==> src/stfs_pkg.sv <==
// stfs_pkg: constants for the transmit fifo and channel status block.
// assumes a single mclk domain; byte addresses on a 7-bit address bus.
package stfs_pkg;
  localparam logic [6:0] ADDR_FIFO_A   = 7'h00;
  localparam logic [6:0] ADDR_STATUS_A = 7'h20;
  localparam logic [6:0] ADDR_FIFO_B   = 7'h40;
  localparam logic [6:0] ADDR_STATUS_B = 7'h60;
  localparam logic [6:0] ADDR_WIN_MASK = 7'h60;
  localparam logic [7:0] STATUS_RESET  = 8'h40;
  localparam int BIT_OVF   = 7;
  localparam int BIT_WREN  = 6;
  localparam int BIT_RXNE  = 5;
  localparam int BIT_SYNC  = 4;
  localparam int BIT_CEC   = 2;
  localparam int BIT_CTS   = 1;
  localparam int HALF_BYTES = 32;
  localparam int WORD_BLOCK = 16;
  localparam int PTR_W      = 6;
  // longest command time: 2.5 transmit clock periods, counted in half periods
  localparam int CMD_HALF_PERIODS = 5;
  typedef enum logic [1:0] {STFS_IDLE, STFS_BLOCK, STFS_WAIT} stfs_dma_t;
endpackage

==> src/stfs_shifter.sv <==
// stfs_shifter: serialises one byte at a time, lsb first.
// assumes tx_clk_en marks one transmit bit period in the mclk domain.
`timescale 1ns/1ps
module stfs_shifter (
  input  wire logic       mclk,
  input  wire logic       rst,
  input  wire logic       tx_clk_en,
  input  wire logic       load,
  input  wire logic [7:0] data,
  output logic            busy,
  output logic            txd
);
  logic [7:0] sh_q, sh_d;
  logic [3:0] cnt_q, cnt_d;
  logic       txd_q, txd_d;

  always_comb begin
    sh_d  = sh_q;
    cnt_d = cnt_q;
    txd_d = txd_q;
    if (load && cnt_q == 4'h0) begin
      sh_d  = data;
      cnt_d = 4'h8;
    end else if (tx_clk_en && cnt_q != 4'h0) begin
      txd_d = sh_q[0]; // RL1
      sh_d  = {1'b0, sh_q[7:1]};
      cnt_d = cnt_q - 4'h1;
    end
  end

  always_ff @(posedge mclk or posedge rst) begin
    if (rst) begin
      sh_q  <= 8'h00;
      cnt_q <= 4'h0;
      txd_q <= 1'b1;
    end else begin
      sh_q  <= sh_d;
      cnt_q <= cnt_d;
      txd_q <= txd_d;
    end
  end

  assign busy = (cnt_q != 4'h0);
  assign txd  = txd_q;
endmodule // stfs_shifter

==> src/stfs_core.sv <==
// stfs_core: one channel's transmit fifo, dma block requests and status.
// assumes synchronous bus strobes on mclk; channel selected by addr bit 6.
// Function
// RL1: byte or word writes, sent lsb first
// RL2: dma_select clear means interrupt mode
// RL3: host writes max 32 bytes per ready
// RL4: host loads byte count before dma
// RL5: odd count with words drops last byte
// RL6: dma requests full blocks then remainder
// RL7: whole 32-byte window hits same location
// RL8: overflow set beyond 32 written bytes
// RL9: overflow cleared by reset or handover
// RL10: write enable shows host may write
// RL11: rx not empty status bit 5
// RL12: resync search clears sync bit
// RL13: sync char sets sync immediately
// RL14: command idle lets host write
// RL15: busy command blocks new command
// RL16: command busy at most 2.5 tx periods
// RL17: power-down keeps command busy
// RL18: cts reflected inverted, bits 3,0 zero
`timescale 1ns/1ps
module stfs_core #(
  parameter logic CHANNEL_B = 1'b0
) (
  input  wire logic        mclk,
  input  wire logic        rst,
  input  wire logic [6:0]  addr,
  input  wire logic        wr,
  input  wire logic        rd,
  input  wire logic        word_mode,
  input  wire logic [15:0] wdata,
  output logic [7:0]       rdata,
  input  wire logic        dma_select,
  input  wire logic [11:0] tx_byte_count,
  input  wire logic        transmit_frame_cmd,
  input  wire logic        tx_reset_cmd,
  input  wire logic        resync_search_cmd,
  input  wire logic        cmd_write,
  input  wire logic        power_down,
  input  wire logic        tx_clk_en,
  input  wire logic        rx_fifo_not_empty,
  input  wire logic        sync_char_found,
  input  wire logic        cts_n,
  output logic             tx_pool_ready_irq,
  output logic             dma_request,
  output logic             txd
);
  localparam int DEPTH = 2 * stfs_pkg::HALF_BYTES;

  logic [7:0] mem_q [DEPTH];
  logic [stfs_pkg::PTR_W-1:0] wp_q, wp_d, rp_q, rp_d;
  logic [stfs_pkg::PTR_W:0]   cnt_q, cnt_d;
  logic [stfs_pkg::PTR_W:0]   acc_q, acc_d;
  logic       ovf_q, ovf_d, sync_q, sync_d, cec_q, cec_d, rdy_q, rdy_d;
  logic [2:0] ceccnt_q, ceccnt_d;
  logic [11:0] rem_q, rem_d;
  logic [5:0]  blk_q, blk_d;
  stfs_pkg::stfs_dma_t st_q, st_d;
  logic [7:0] rdata_q, rdata_d;
  logic       hit_fifo, hit_stat, wr_fifo, pop, sh_busy, accept;
  logic [1:0] nbytes;

  // channel window decode: low five address bits ignored
  function automatic logic window_hit(input logic [6:0] a,
                                      input logic [6:0] base);
    return (a & stfs_pkg::ADDR_WIN_MASK) == base;
  endfunction

  assign hit_fifo = window_hit(addr, CHANNEL_B ? stfs_pkg::ADDR_FIFO_B
                                               : stfs_pkg::ADDR_FIFO_A); // RL7
  assign hit_stat = addr == (CHANNEL_B ? stfs_pkg::ADDR_STATUS_B
                                       : stfs_pkg::ADDR_STATUS_A);
  assign wr_fifo  = wr && hit_fifo;
  // storage is refused near full so a word write never overruns the array
  assign accept   = cnt_q < (stfs_pkg::PTR_W+1)'(DEPTH - 1);

  // in dma mode the final word of an odd count carries one byte only
  always_comb begin
    nbytes = word_mode ? 2'd2 : 2'd1; // RL1
    if (dma_select && word_mode && rem_q == 12'd1)
      nbytes = 2'd1; // RL5
  end

  assign pop = !sh_busy && cnt_q != '0;

  stfs_shifter u_shift (
    .mclk      (mclk),
    .rst       (rst),
    .tx_clk_en (tx_clk_en),
    .load      (pop),
    .data      (mem_q[rp_q]),
    .busy      (sh_busy),
    .txd       (txd)
  );

  always_comb begin
    wp_d = wp_q;
    rp_d = rp_q;
    cnt_d = cnt_q;
    acc_d = acc_q;
    ovf_d = ovf_q;
    if (pop) begin
      rp_d = rp_q + 1'b1;
      cnt_d = cnt_d - 1'b1;
    end
    if (wr_fifo && accept) begin
      wp_d  = wp_q + (stfs_pkg::PTR_W)'(nbytes);
      cnt_d = cnt_d + (stfs_pkg::PTR_W+1)'(nbytes);
    end
    // refused writes still count, otherwise overflow could never show
    if (wr_fifo && acc_q <= (stfs_pkg::PTR_W+1)'(stfs_pkg::HALF_BYTES))
      acc_d = acc_q + (stfs_pkg::PTR_W+1)'(nbytes);
    // accessible half drained into the inaccessible half once count fits
    if (cnt_d <= (stfs_pkg::PTR_W+1)'(stfs_pkg::HALF_BYTES))
      acc_d = '0;
    if (acc_d > (stfs_pkg::PTR_W+1)'(stfs_pkg::HALF_BYTES))
      ovf_d = 1'b1; // RL8
    else if (acc_d == '0)
      ovf_d = 1'b0; // RL9
    if (tx_reset_cmd) begin
      wp_d = '0;
      rp_d = '0;
      cnt_d = '0;
      acc_d = '0;
      ovf_d = 1'b0; // RL9
    end
  end

  always_ff @(posedge mclk) begin
    if (wr_fifo && accept) begin
      mem_q[wp_q] <= wdata[7:0];
      if (nbytes == 2'd2)
        mem_q[wp_q + 1'b1] <= wdata[15:8];
    end
  end

  // interrupt mode: ready pulses when the accessible half is empty
  always_comb begin
    rdy_d = !dma_select && acc_d == '0 && acc_q != '0; // RL2 RL3
    if (tx_reset_cmd && !dma_select)
      rdy_d = 1'b1;
  end

  // dma block sequencer: blocks of 32 bytes or 16 words, then the rest
  always_comb begin
    st_d = st_q;
    rem_d = rem_q;
    blk_d = blk_q;
    case (st_q)
      stfs_pkg::STFS_IDLE: begin
        if (transmit_frame_cmd && dma_select && tx_byte_count != '0) begin
          rem_d = tx_byte_count; // RL4
          st_d = stfs_pkg::STFS_WAIT;
        end
      end
      stfs_pkg::STFS_WAIT: begin
        if (acc_q == '0 && !wr_fifo) begin
          blk_d = word_mode ? 6'(stfs_pkg::WORD_BLOCK)
                            : 6'(stfs_pkg::HALF_BYTES); // RL6
          st_d = stfs_pkg::STFS_BLOCK;
        end
      end
      stfs_pkg::STFS_BLOCK: begin
        if (wr_fifo) begin
          rem_d = (rem_q > 12'(nbytes)) ? rem_q - 12'(nbytes) : 12'd0;
          blk_d = blk_q - 6'd1;
          if (rem_d == '0)
            st_d = stfs_pkg::STFS_IDLE; // RL6
          else if (blk_q == 6'd1)
            st_d = stfs_pkg::STFS_WAIT;
        end
      end
      default: st_d = stfs_pkg::STFS_IDLE;
    endcase
    if (tx_reset_cmd || !dma_select)
      st_d = stfs_pkg::STFS_IDLE; // RL2
  end

  // command execution: one tx period (two half periods) per step, held in power-down
  always_comb begin
    cec_d = cec_q;
    ceccnt_d = ceccnt_q;
    if (cmd_write && !cec_q) begin // RL14 RL15
      cec_d = 1'b1;
      ceccnt_d = 3'(stfs_pkg::CMD_HALF_PERIODS - 1);
    end else if (cec_q && !power_down && tx_clk_en) begin // RL17
      if (ceccnt_q <= 3'd2)
        cec_d = 1'b0; // RL16
      else
        ceccnt_d = ceccnt_q - 3'd2;
    end
  end

  always_comb begin
    sync_d = sync_q;
    if (sync_char_found)
      sync_d = 1'b1; // RL13
    else if (resync_search_cmd)
      sync_d = 1'b0; // RL12
  end

  always_comb begin
    rdata_d = rdata_q;
    if (rd && hit_stat) begin
      rdata_d = 8'h00; // RL18
      rdata_d[stfs_pkg::BIT_OVF]  = ovf_q;
      rdata_d[stfs_pkg::BIT_WREN] = acc_q == '0 && !ovf_q; // RL10
      rdata_d[stfs_pkg::BIT_RXNE] = rx_fifo_not_empty; // RL11
      rdata_d[stfs_pkg::BIT_SYNC] = sync_q;
      rdata_d[stfs_pkg::BIT_CEC]  = cec_q || power_down; // RL17
      rdata_d[stfs_pkg::BIT_CTS]  = !cts_n; // RL18
    end
  end

  always_ff @(posedge mclk or posedge rst) begin
    if (rst) begin
      wp_q <= '0;
      rp_q <= '0;
      cnt_q <= '0;
      acc_q <= '0;
      ovf_q <= 1'b0;
      rdy_q <= 1'b0;
      st_q <= stfs_pkg::STFS_IDLE;
      rem_q <= '0;
      blk_q <= '0;
      cec_q <= 1'b0;
      ceccnt_q <= '0;
      sync_q <= 1'b0;
      rdata_q <= stfs_pkg::STATUS_RESET;
    end else begin
      wp_q <= wp_d;
      rp_q <= rp_d;
      cnt_q <= cnt_d;
      acc_q <= acc_d;
      ovf_q <= ovf_d;
      rdy_q <= rdy_d;
      st_q <= st_d;
      rem_q <= rem_d;
      blk_q <= blk_d;
      cec_q <= cec_d;
      ceccnt_q <= ceccnt_d;
      sync_q <= sync_d;
      rdata_q <= rdata_d;
    end
  end

  assign tx_pool_ready_irq = rdy_q;
  assign dma_request = st_q == stfs_pkg::STFS_BLOCK; // RL6
  assign rdata = rdata_q;
endmodule // stfs_core

==> config.mk <==
export PLATFORM = sky130hd
export DESIGN_NAME = stfs_core
export DESIGN_NICKNAME = d
export VERILOG_FILES = /design/src/stfs_pkg.sv /design/src/stfs_shifter.sv /design/src/stfs_core.sv
export SDC_FILE = /design/constraint.sdc
export NUM_CORES = 1
export LEC_CHECK = 0
export BUFFER_PORTS_ARGS = -buffer_cell sky130_fd_sc_hd__buf_2
export CAP_MARGIN = 5
export CORE_MARGIN = 2
export CORE_UTILIZATION = 50
export CTS_CLUSTER_SIZE = 10
export DETAILED_ROUTE_END_ITERATION = 6
export GPL_ROUTABILITY_DRIVEN = 1
export PLACE_DENSITY = 0.74
export SETUP_SLACK_MARGIN = 0.2
export SYNTH_ARGS = -nofsm -noshare
export SYNTH_HDL_FRONTEND = slang
export SYNTH_SLANG_ARGS = --single-unit
export TNS_END_PERCENT = 50
==> constraint.sdc <==
create_clock -name mclk -period 7.26 [get_ports mclk]
set_input_delay 0.363 -clock mclk [delete_from_list [all_inputs] [get_ports mclk]]
set_output_delay 0.363 -clock mclk [all_outputs]
set_load 0.05 [all_outputs]
# Yosys cells after proc, flatten, opt, wreduce, memory -nomap -nowiden
# Memories as Yosys holds them, arrays and structs flattened.
# Cells that the tools add are included.
[word_totals]
elab_cells = 150
ff_bits = 72
mem_count = 1
mem_bits_rw = 512
input_bits = 50
[classes]
n_reduce_logical = 54
eq_ne = 14
order_cmp = 6
bitwise_logic = 1
n_mux = 48
add_sub_neg = 10
[mem_list]
columns = ["name", "words", "word_bits", "rd", "rd_ports_with_merged_regs", "wr", "line", "text"]
rows = [
  ["mem_q", 64, 8, 1, 0, 2, "stfs_core.sv:51", "logic [7:0] mem_q [DEPTH];"],
]
[ops]
columns = ["operator", "n"]
rows = [
  ["$mux W6", 7],
  ["$mux W7", 6],
  ["$mux W12", 3],
  ["$logic_not A7 Y1", 4],
  ["$pmux W12 S2", 1],
  ["$logic_and A1 B1 Y1", 19],
  ["$mux W2", 8],
  ["$mux W8", 2],
  ["$reduce_bool A2 Y1", 8],
  ["$add A7 B2 Y7", 2],
  ["$le A7 B6 Y1 const B", 2],
  ["$mux W1", 14],
  ["$reduce_bool A7 Y1", 2],
  ["$add A6 B1 Y6 const B", 2],
  ["$eq A12 B1 Y1 const B", 1],
  ["$gt A12 B2 Y1", 1],
  ["$logic_not A12 Y1", 1],
  ["$pmux W6 S2", 1],
  ["$reduce_bool A12 Y1", 1],
  ["$sub A12 B2 Y12", 1],
  ["$mux W3", 3],
  ["$mux W4", 2],
  ["$eq A7 B6 Y1 const B", 1],
  ["$gt A7 B6 Y1 const B", 1],
  ["26 further kinds", 40],
]

# Depth between registers and ports, before layout
# Gate-level depths: netlist (run 1).
[depth]
depth_word = 13
mapped_depth = 14
depth_no_buf = 13

# By module
# From an unflattened synthesis (run 1), not the netlist that was laid out.
[unflattened]
hier_cells = 2290
hier_area_um2 = 31707.9
[modules_own_cells]
columns = ["mod", "instances", "seq_area_each_um2", "area_each_um2", "cells_each"]
rows = [
  ["stfs_core", 1, 16827.4, 31076.1, 2236],
  ["stfs_shifter", 1, 326.6, 631.9, 54],
]

# Worst setup path before layout (run 1)
# Ideal clock, no wire load.
[synth_path]
kind = "register -> register"
from = "register rem_q[5]"
to = "register st_q[1]"
required_time_ns = 7.156
synth_period_minus_slack_ns = 3.958
t_arrival_ns = 3.854
setup_ns = 0.104
path_stages_with_launch = 14
slack_ns = 3.302
path_cell_list = "dfrtp_1 -> nor4_1 -> nand4bb_1 -> o31ai_2 -> ha_1 -> inv_1 -> fa_1 -> clkbuf_1 -> inv_1 -> o21ai_0 -> a22oi_1 -> a2111o_1 -> or4b_2 -> a221oi_1"
[synth_via]
elab_chain_len = 10
elab_cells_between_ends = 13
cone_classes = "add/sub (1); order compare (1); eq/ne (2); mux (6); reduce/logical (3)"
[synth_rtl]
columns = ["element", "line", "text"]
rows = [
  ["start: declaration", "stfs_core.sv:57", "logic [11:0] rem_q, rem_d;"],
  ["start signal: assignment", "stfs_core.sv:239", "rem_q <= rem_d;"],
  ["$eq A12 B1 Y1", "stfs_core.sv:81", "if (dma_select && word_mode && rem_q == 12'd1)"],
  ["$logic_and A1 B1 Y1", "stfs_core.sv:81", ""],
  ["$mux W2", "stfs_core.sv:81", ""],
  ["$sub A12 B2 Y12 or $gt A12 B2 Y1 (tied branches)", "stfs_core.sv:166", "rem_d = (rem_q > 12'(nbytes)) ? rem_q - 12'(nbytes) : 12'd0;"],
  ["$mux W12 *", "stfs_core.sv:166", ""],
  ["$logic_not A12 Y1 *", "stfs_core.sv:168", "if (rem_d == '0)"],
  ["$mux W2", "stfs_core.sv:168", ""],
  ["$mux W2", "stfs_core.sv:165", "if (wr_fifo) begin"],
  ["$pmux W2 S3", "stfs_core.sv:150", "case (st_q)"],
  ["$mux W2", "stfs_core.sv:176", "if (tx_reset_cmd || !dma_select)"],
  ["end signal: assignment", "stfs_core.sv:224", "st_q <= stfs_pkg::STFS_IDLE;"],
  ["end signal: assignment", "stfs_core.sv:238", "st_q <= st_d;"],
  ["end: declaration", "stfs_core.sv:59", "stfs_pkg::stfs_dma_t st_q, st_d;"],
]
# Every way passes the cells marked *; elsewhere a longest branch is shown, timed or not. The select of a mux whose other input is x is not followed.
# A chain may end at the register's enable or synchronous reset.

# Worst setup path in the final report (run 1)
[layout_path]
from = "register rem_q[7]"
to = "register st_q[1]"
# Same word-level chain as after synthesis.

==> results.sh, run 1 <==
export IMPL_run_status="finished clean"
export IMPL_ios=61
export IMPL_synth_cells=2060
export IMPL_relSlewSlack_pct=14.5
export IMPL_switching_share_pct=23.7
export IMPL_ctsRootBufferMaster="clkbuf_16"
export IMPL_cts_buffers=69
export IMPL_p_seq_share_pct=49.3
export IMPL_final_antenna_net_count=0
export IMPL_tightestPinTransition_ns=1.27
export IMPL_peakVddDrop_uv=242
export IMPL_rsz0062_at_grt="no"
export IMPL_syn_area_um2=31200
export IMPL_ctsResizeCount=0
export IMPL_grt_usage_pct=26.1
export IMPL_cp_top_family="compound AO/OA/AOI/OAI gates"
export IMPL_synth_xor_area_share_pct=0.645
export IMPL_clkPwrFrac_pct=41.2
export IMPL_dp_hpwl_um=48300
export IMPL_synth_top_flop_cell="edfxtp_1"
export IMPL_cpPeakStageDelay_ns=0.80
export IMPL_yosysWarnings=0
export IMPL_nets=2085
export IMPL_grt_overflow=0
export IMPL_clockBufferDepth=3
export IMPL_setup_tns_ns=0
export IMPL_die_y_um=254
export IMPL_worstPathRequired_ns=7.74
export IMPL_worstSetupPathType="reg -> reg"
export IMPL_combPwrFrac_pct=9.5
export IMPL_synth_edf_count=512
export IMPL_hold_class="in -> async"
export IMPL_rr_worst_depth=12
export IMPL_critPathMostFrequentCell="inv_1"
export IMPL_tritoncts="done"
export IMPL_worst_path_max_fanout=9
export IMPL_dr_pass1_iters=5
export IMPL_avgSynthCellArea_um2=15.2
export IMPL_setup_violations=0
export IMPL_syn_to_final_growth_pct=8.86
export IMPL_path_cells="nor4_1 -> nand4bb_1 -> o31ai_2 -> ha_1 -> inv_1 -> fa_1 -> inv_1 -> o21ai_0 -> a22oi_1 -> a2111o_1 -> or4b_2 -> a221oi_1"
export IMPL_drc=0
export IMPL_hold_violations=0
export IMPL_skew_ns=0.0337
export IMPL_place_congestion=0.904
export IMPL_synth_compound_area_share_pct=3.96
export IMPL_initial_utilization_pct=50.6
export IMPL_ys_seq_area_share_pct=54.9
export IMPL_synth_simple_area_share_pct=5.49
export IMPL_vias=19200
export IMPL_port_buffers=58
export IMPL_utilization_pct=55.1
export IMPL_cp_end_kind="flop"
export IMPL_worstPathBufferInverterCount=2
export IMPL_period_minus_slack_ns=4.70
export IMPL_p_leak_nw=11.1
export IMPL_num_rows=91
export IMPL_synth_seq_cells=583
export IMPL_reg2reg_to="st_q[1]$_DFFE_PP0P_"
export IMPL_drt_iter0_drc=2464
export IMPL_path_clk_slew_ns=0.05
export IMPL_report_final_slew_viol_count=0
export IMPL_antenna_found_initial=2
export IMPL_synth_adder_area_share_pct=0.938
export IMPL_drive_gt1_share_pct=43.3
export IMPL_maxCapViolations=0
export IMPL_reg2reg_slack_ns=2.56
export IMPL_r2r_start="rem_q[7]$_DFFE_PP0P_"
export IMPL_synth_top_family_by_area="multiplexers"
export IMPL_cts_sinks=583
export IMPL_grt_pass1_wl_um=124000
export IMPL_routedWlPerCell_um=28.8
export IMPL_htreeDepth=3
export IMPL_switching_power_w=0.00181
export IMPL_finalCritPeriodShare_pct=64.7
export IMPL_internal_power_w=0.00585
export IMPL_yosysUniqueCellTypes=80
export IMPL_grt_max_degree=132
export IMPL_die_x_um=254
export IMPL_power_density_nw_per_um2=225
export IMPL_fillers=4942
export IMPL_cpMaxStageDelayCell="o31ai_2"
export IMPL_ys_async_sr_fraction_pct=12.2
export IMPL_fmax_ghz=0.213
export IMPL_cp_arrival_ns=5.18
export IMPL_vias_per_cell=6.66
export IMPL_core_area_um2=61700
export IMPL_grt_pass1_vias=19400
export IMPL_die_area_um2=64500
export IMPL_worstSkewPairLatency_ns=0.62
export IMPL_synthMuxAreaShare_pct=31.0
export IMPL_startpoint_type="flop"
export IMPL_finalWirelength_um=82900
-- worst max-delay path by stage --
stage                               startpoint                   to  cells past startpoint
after global routing      rem_q[7]$_DFFE_PP0P_  st_q[1]$_DFFE_PP0P_                     12
final                     rem_q[7]$_DFFE_PP0P_  st_q[1]$_DFFE_PP0P_                     12
after global placement    rem_q[5]$_DFFE_PP0P_  st_q[1]$_DFFE_PP0P_                     12
after detailed placement  rem_q[5]$_DFFE_PP0P_  st_q[1]$_DFFE_PP0P_                     12
after CTS                 rem_q[5]$_DFFE_PP0P_  st_q[1]$_DFFE_PP0P_                     12
after floorplan           rem_q[5]$_DFFE_PP0P_  st_q[1]$_DFFE_PP0P_                     13
-- cell usage in the layout, fill, tap and decap left out, drive strengths merged, types with 11 or more instances in the layout --
master,count
mux2,516
edfxtp,512
mux4,168
nand2,98
clkbuf,94
buf,89
nor2,75
dfrtp,69
o21ai,63
a21oi,39
inv,28
o22ai,21
nor3,21
o21bai,17
ha,17
nand3,16
nor2b,14
and2,13
xnor2,12
nor4,12
xor2,11
-- power groups by stage --
stage / combinational, W / clock, W / sequential (W)
2_1_floorplan: 0.000512 / 0 / 0.00384
3_3_place_gp: 0.000688 / 0 / 0.00384
3_5_place_dp: 0.000711 / 0 / 0.00384
4_1_cts: 0.000717 / 0.00318 / 0.00378
5_1_grt: 0.000782 / 0.00331 / 0.00379
6_report: 0.000726 / 0.00315 / 0.00378
-- repair_timing --
item                      4_1_cts  5_1_grt
buffers inserted                0        0
hold endpoints to repair        3        0
hold buffers                    3        0
-- final cells by class --
class	instances	area [um^2]	area share, %
Sequential cell	583	17200	50.5
Multi-Input combinational cell	1242	13100	38.6
Clock buffer	93	1870	5.50
Tap cell	837	1050	3.08
Timing Repair Buffer	93	593	1.74
Inverter	25	93.8	0.276
Clock inverter	6	86.3	0.254
Antenna cell	2	5.00	0.0147
-- metal layers --
metal / global-route usage [%] / wire (um)
met3: 6.21 / 9160
met2: 40.7 / 38300
met1: 35.8 / 32400
met4: 9.41 / 3050
met5: 0 / 10
-- cells by family after synthesis --
| kind of cell | after synthesis |
|---|---|
| buf+inv | 236 |
| simple gates | 307 |
| flops | 583 |
| compound gates | 196 |
| xor+xnor | 23 |
| other cells | 1 |
| mux | 693 |
| fa+ha+maj | 21 |
-- sequential cells by signal, summed over array words and instances (netlist names), 7 cells and up --
signal        count
rem_q            12
acc_q             7
mem_q           512
u_shift.sh_q      8
cnt_q             7
-- synthesized netlist by cell type, drive strengths merged (14+ instances only) --
cell	instances	share of area (%)
mux2	516	19
edfxtp	512	49
mux4	168	12
clkbuf	159	1.9
nand2	98	1.3
nor2	75	1.3
dfrtp	69	5.5
o21ai	63	1.0
buf	52	0.80
a21oi	39	0.63
inv	25	0.30
nor3	21	0.44
o22ai	21	0.42
ha	17	0.68
o21bai	17	0.41
nand3	16	0.26
nor2b	14	0.29
-- tightest hold or removal path, stage by stage --
cell   delay, ns
buf_2       0.10
inv_2       0.03
buf_4       0.70
-- stage by stage --
| step | setup WS (ns) | instance area [um^2] | hold WS [ns] | power [W] | cells |
|---|---|---|---|---|---|
| final | 2.56 | 34000 | 0.0365 | 0.00766 | 2881 |
| after global routing | 2.15 | 34000 | 0.0271 | 0.00788 | 2879 |
| after CTS | 2.65 | 34000 | 0.00972 | 0.00767 | 2878 |
| after detailed placement | 2.67 | 32000 | 0.460 | 0.00456 | 2776 |
| after global placement | 2.84 | 32000 | 0.458 | 0.00453 | 2775 |
| after floorplan | 3.30 | 31200 | 0.441 | 0.00435 | 2061 |
No activity file was read; power rests on OpenSTA's default activity.
==> run 2, diff against run 1 <==
clock period = 4.8 ns   (was 7.26 ns; I/O delays follow)
==> run 2 against run 1 <==
  * Clock-buffer cell count decreased by 8
  * Clock power increased by 55%
  * Sequential power increased by 51%
  * Die area unchanged
  * Via count increased by 0.44%
==> results.sh, run 2 (synthesis gave the netlist of run 1 again) <==
export IMPL_run_status="finished clean"
export IMPL_initial_utilization_pct=50.6
export IMPL_worst_path_max_fanout=9
export IMPL_cts_buffers=70
export IMPL_layout_commonest_cell="edfxtp_1"
export IMPL_critPathMostFrequentCell="inv_1"
export IMPL_finalCritPeriodShare_pct=87.8
export IMPL_die_x_um=254
export IMPL_grt_max_degree=65
export IMPL_peakVddDrop_uv=325
export IMPL_die_area_um2=64500
export IMPL_core_area_um2=61700
export IMPL_switching_power_w=0.00279
export IMPL_maxCapViolations=0
export IMPL_cp_arrival_ns=4.72
export IMPL_num_rows=91
export IMPL_grtUsageMet3_pct=6.60
export IMPL_place_congestion=0.906
export IMPL_path_clk_slew_ns=0.06
export IMPL_dr_pass1_iters=6
export IMPL_htreeDepth=3
export IMPL_path_cells="nor4_2 -> nand4bb_1 -> o31ai_2 -> buf_4 -> ha_1 -> inv_1 -> fa_1 -> inv_1 -> o21ai_0 -> a22oi_1 -> a2111o_1 -> or4b_2 -> a221oi_1"
export IMPL_grt_overflow=0
export IMPL_antenna_found_initial=2
export IMPL_reg2reg_to="st_q[1]$_DFFE_PP0P_"
export IMPL_finalWorstSetupSlack_ns=0.587
export IMPL_cp_end_kind="flop"
export IMPL_seq_area_um2=17200
export IMPL_nets=2133
export IMPL_power_density_nw_per_um2=340
export IMPL_grt_pass1_vias=19300
export IMPL_relSlewSlack_pct=15.1
export IMPL_worstSetupPathType="reg -> reg"
export IMPL_cts_sinks=583
export IMPL_period_minus_slack_ns=4.21
export IMPL_met1_usage_pct=35.9
export IMPL_hold_end="rem_q[4]$_DFFE_PP0P_"
export IMPL_cpPeakStageDelay_ns=0.59
export IMPL_pre_cts_ws_ns=0.418
export IMPL_largest_reg_flops=512
export IMPL_grt_usage_pct=25.9
export IMPL_routedWlPerCell_um=28.0
export IMPL_hold_class="in -> reg"
export IMPL_hold_violations=0
export IMPL_finalWirelength_um=82000
export IMPL_skew_ns=0.0366
export IMPL_multiInputGateArea_um2=13100
export IMPL_die_y_um=254
export IMPL_final_cell_mix="edfxtp_1, mux2_2, mux4_2"
export IMPL_clkPwrFrac_pct=41.7
export IMPL_setup_violations=0
export IMPL_report_final_slew_viol_count=0
export IMPL_drt_iter0_drc=2530
export IMPL_worstSkewPairLatency_ns=0.64
export IMPL_top_usage_layer="met2"
export IMPL_combPwrFrac_pct=9.6
export IMPL_rsz0062_at_grt="no"
export IMPL_vias_per_cell=6.59
export IMPL_vias=19300
export IMPL_dp_hpwl_um=49400
export IMPL_regMostFlops="mem_q"
export IMPL_switching_share_pct=23.8
export IMPL_rr_worst_depth=13
export IMPL_ctsRootBufferMaster="clkbuf_16"
export IMPL_hold_ws_ns=0.0361
export IMPL_reg2reg_slack_ns=0.59
export IMPL_startpoint_type="flop"
export IMPL_ios=61
export IMPL_port_buffers=58
export IMPL_tightestPinTransition_ns=1.26
export IMPL_final_antenna_net_count=0
export IMPL_p_seq_share_pct=48.7
export IMPL_syn_to_final_growth_pct=10.4
export IMPL_p_leak_nw=11.4
export IMPL_hp_start="tx_byte_count[4]"
export IMPL_grt_pass1_wl_um=124000
export IMPL_utilization_pct=55.9
export IMPL_fmax_ghz=0.237
export IMPL_tritoncts="done"
export IMPL_r2r_start="rem_q[5]$_DFFE_PP0P_"
export IMPL_drc=0
export IMPL_internal_power_w=0.00893
export IMPL_setup_tns_ns=0
export IMPL_drive_gt1_share_pct=44.2
export IMPL_grt_use_met2_pct=40.1
export IMPL_hold_depth=3
export IMPL_fillers=4819
export IMPL_reg_largest_list="mem_q: 512 flops, rem_q: 12 flops, u_shift.sh_q: 8 flops"
export IMPL_worstPathRequired_ns=5.31
export IMPL_clockBufferDepth=3
export IMPL_cpMaxStageDelayCell="or4b_2"
-- run 2: cell count changes in the layout (fill, tap and decap cells not counted), moves of 2 or more --
cell / previous run / this run
inv_6: 1 / 3
nor4_1: 12 / 10
dlygate4sd3_1: 3 / 20
nor4_2: 0 / 2
buf_2: 55 / 59
clkbuf_1: 21 / 12
buf_4: 32 / 56
clkinv_1: 2 / 4
-- run 2: final cells by class --
type | count | share of cell area [%]
Timing Repair Buffer | 140 | 2.87
Inverter | 25 | 0.272
Multi-Input combinational cell | 1242 | 38.1
Antenna cell | 1 | 0.00726
Clock inverter | 13 | 0.501
Tap cell | 837 | 3.04
Sequential cell | 583 | 49.8
Clock buffer | 85 | 5.37
-- run 2: how the worst max path moves through the flow --
| stage | from | end | slack (ns) |
|---|---|---|---|
| floorplan | rem_q[5]$_DFFE_PP0P_ | st_q[1]$_DFFE_PP0P_ | 0.84 |
| global placement | rem_q[5]$_DFFE_PP0P_ | st_q[1]$_DFFE_PP0P_ | 0.71 |
| detailed placement | rem_q[5]$_DFFE_PP0P_ | st_q[1]$_DFFE_PP0P_ | 0.42 |
| CTS | rem_q[5]$_DFFE_PP0P_ | st_q[1]$_DFFE_PP0P_ | 0.43 |
| global route | rem_q[5]$_DFFE_PP0P_ | st_q[1]$_DFFE_PP0P_ | 0.33 |
| finish | rem_q[5]$_DFFE_PP0P_ | st_q[1]$_DFFE_PP0P_ | 0.59 |
-- run 2: routing by layer --
layer | part of all wire (%) | routed length, um
met1 | 40 | 33000
met2 | 46 | 37800
met3 | 10 | 8370
met4 | 3.4 | 2800
met5 | 0.061 | 50
-- run 2: repair_timing --
item                                   4_1_cts  5_1_grt
setup buffers                                0        0
endpoints found under the hold margin       51        0
resized for setup                            0        2
hold buffers                                20        0
setup endpoints to repair                    0        1
-- run 2: through the flow --
step	total power, W	cell area, um^2	cells
floorplan	0.00658	31200	2061
finish	0.0117	34500	2926
CTS	0.0117	34400	2922
detailed placement	0.00690	32200	2804
global route	0.0120	34500	2925
global placement	0.00685	32200	2804
-- run 2: worst max-delay path: cells and delay by family (launching register included) --
family                   cells  cell delay (ns)
AND/OR/NAND/NOR              3             1.36
adder cells (fa/ha/maj)      2             0.69
buffers and inverters        3             0.48
AO/OA/AOI/OAI                5             1.16
flip-flops                   1             0.42
-- run 2: power groups by stage --
stage / combinational [W] / clock (W) / sequential, W
global route: 0.00122 / 0.00510 / 0.00572
global placement: 0.00104 / 0 / 0.00580
finish: 0.00112 / 0.00488 / 0.00571
CTS: 0.00111 / 0.00493 / 0.00571
floorplan: 0.000774 / 0 / 0.00580
detailed placement: 0.00109 / 0 / 0.00581
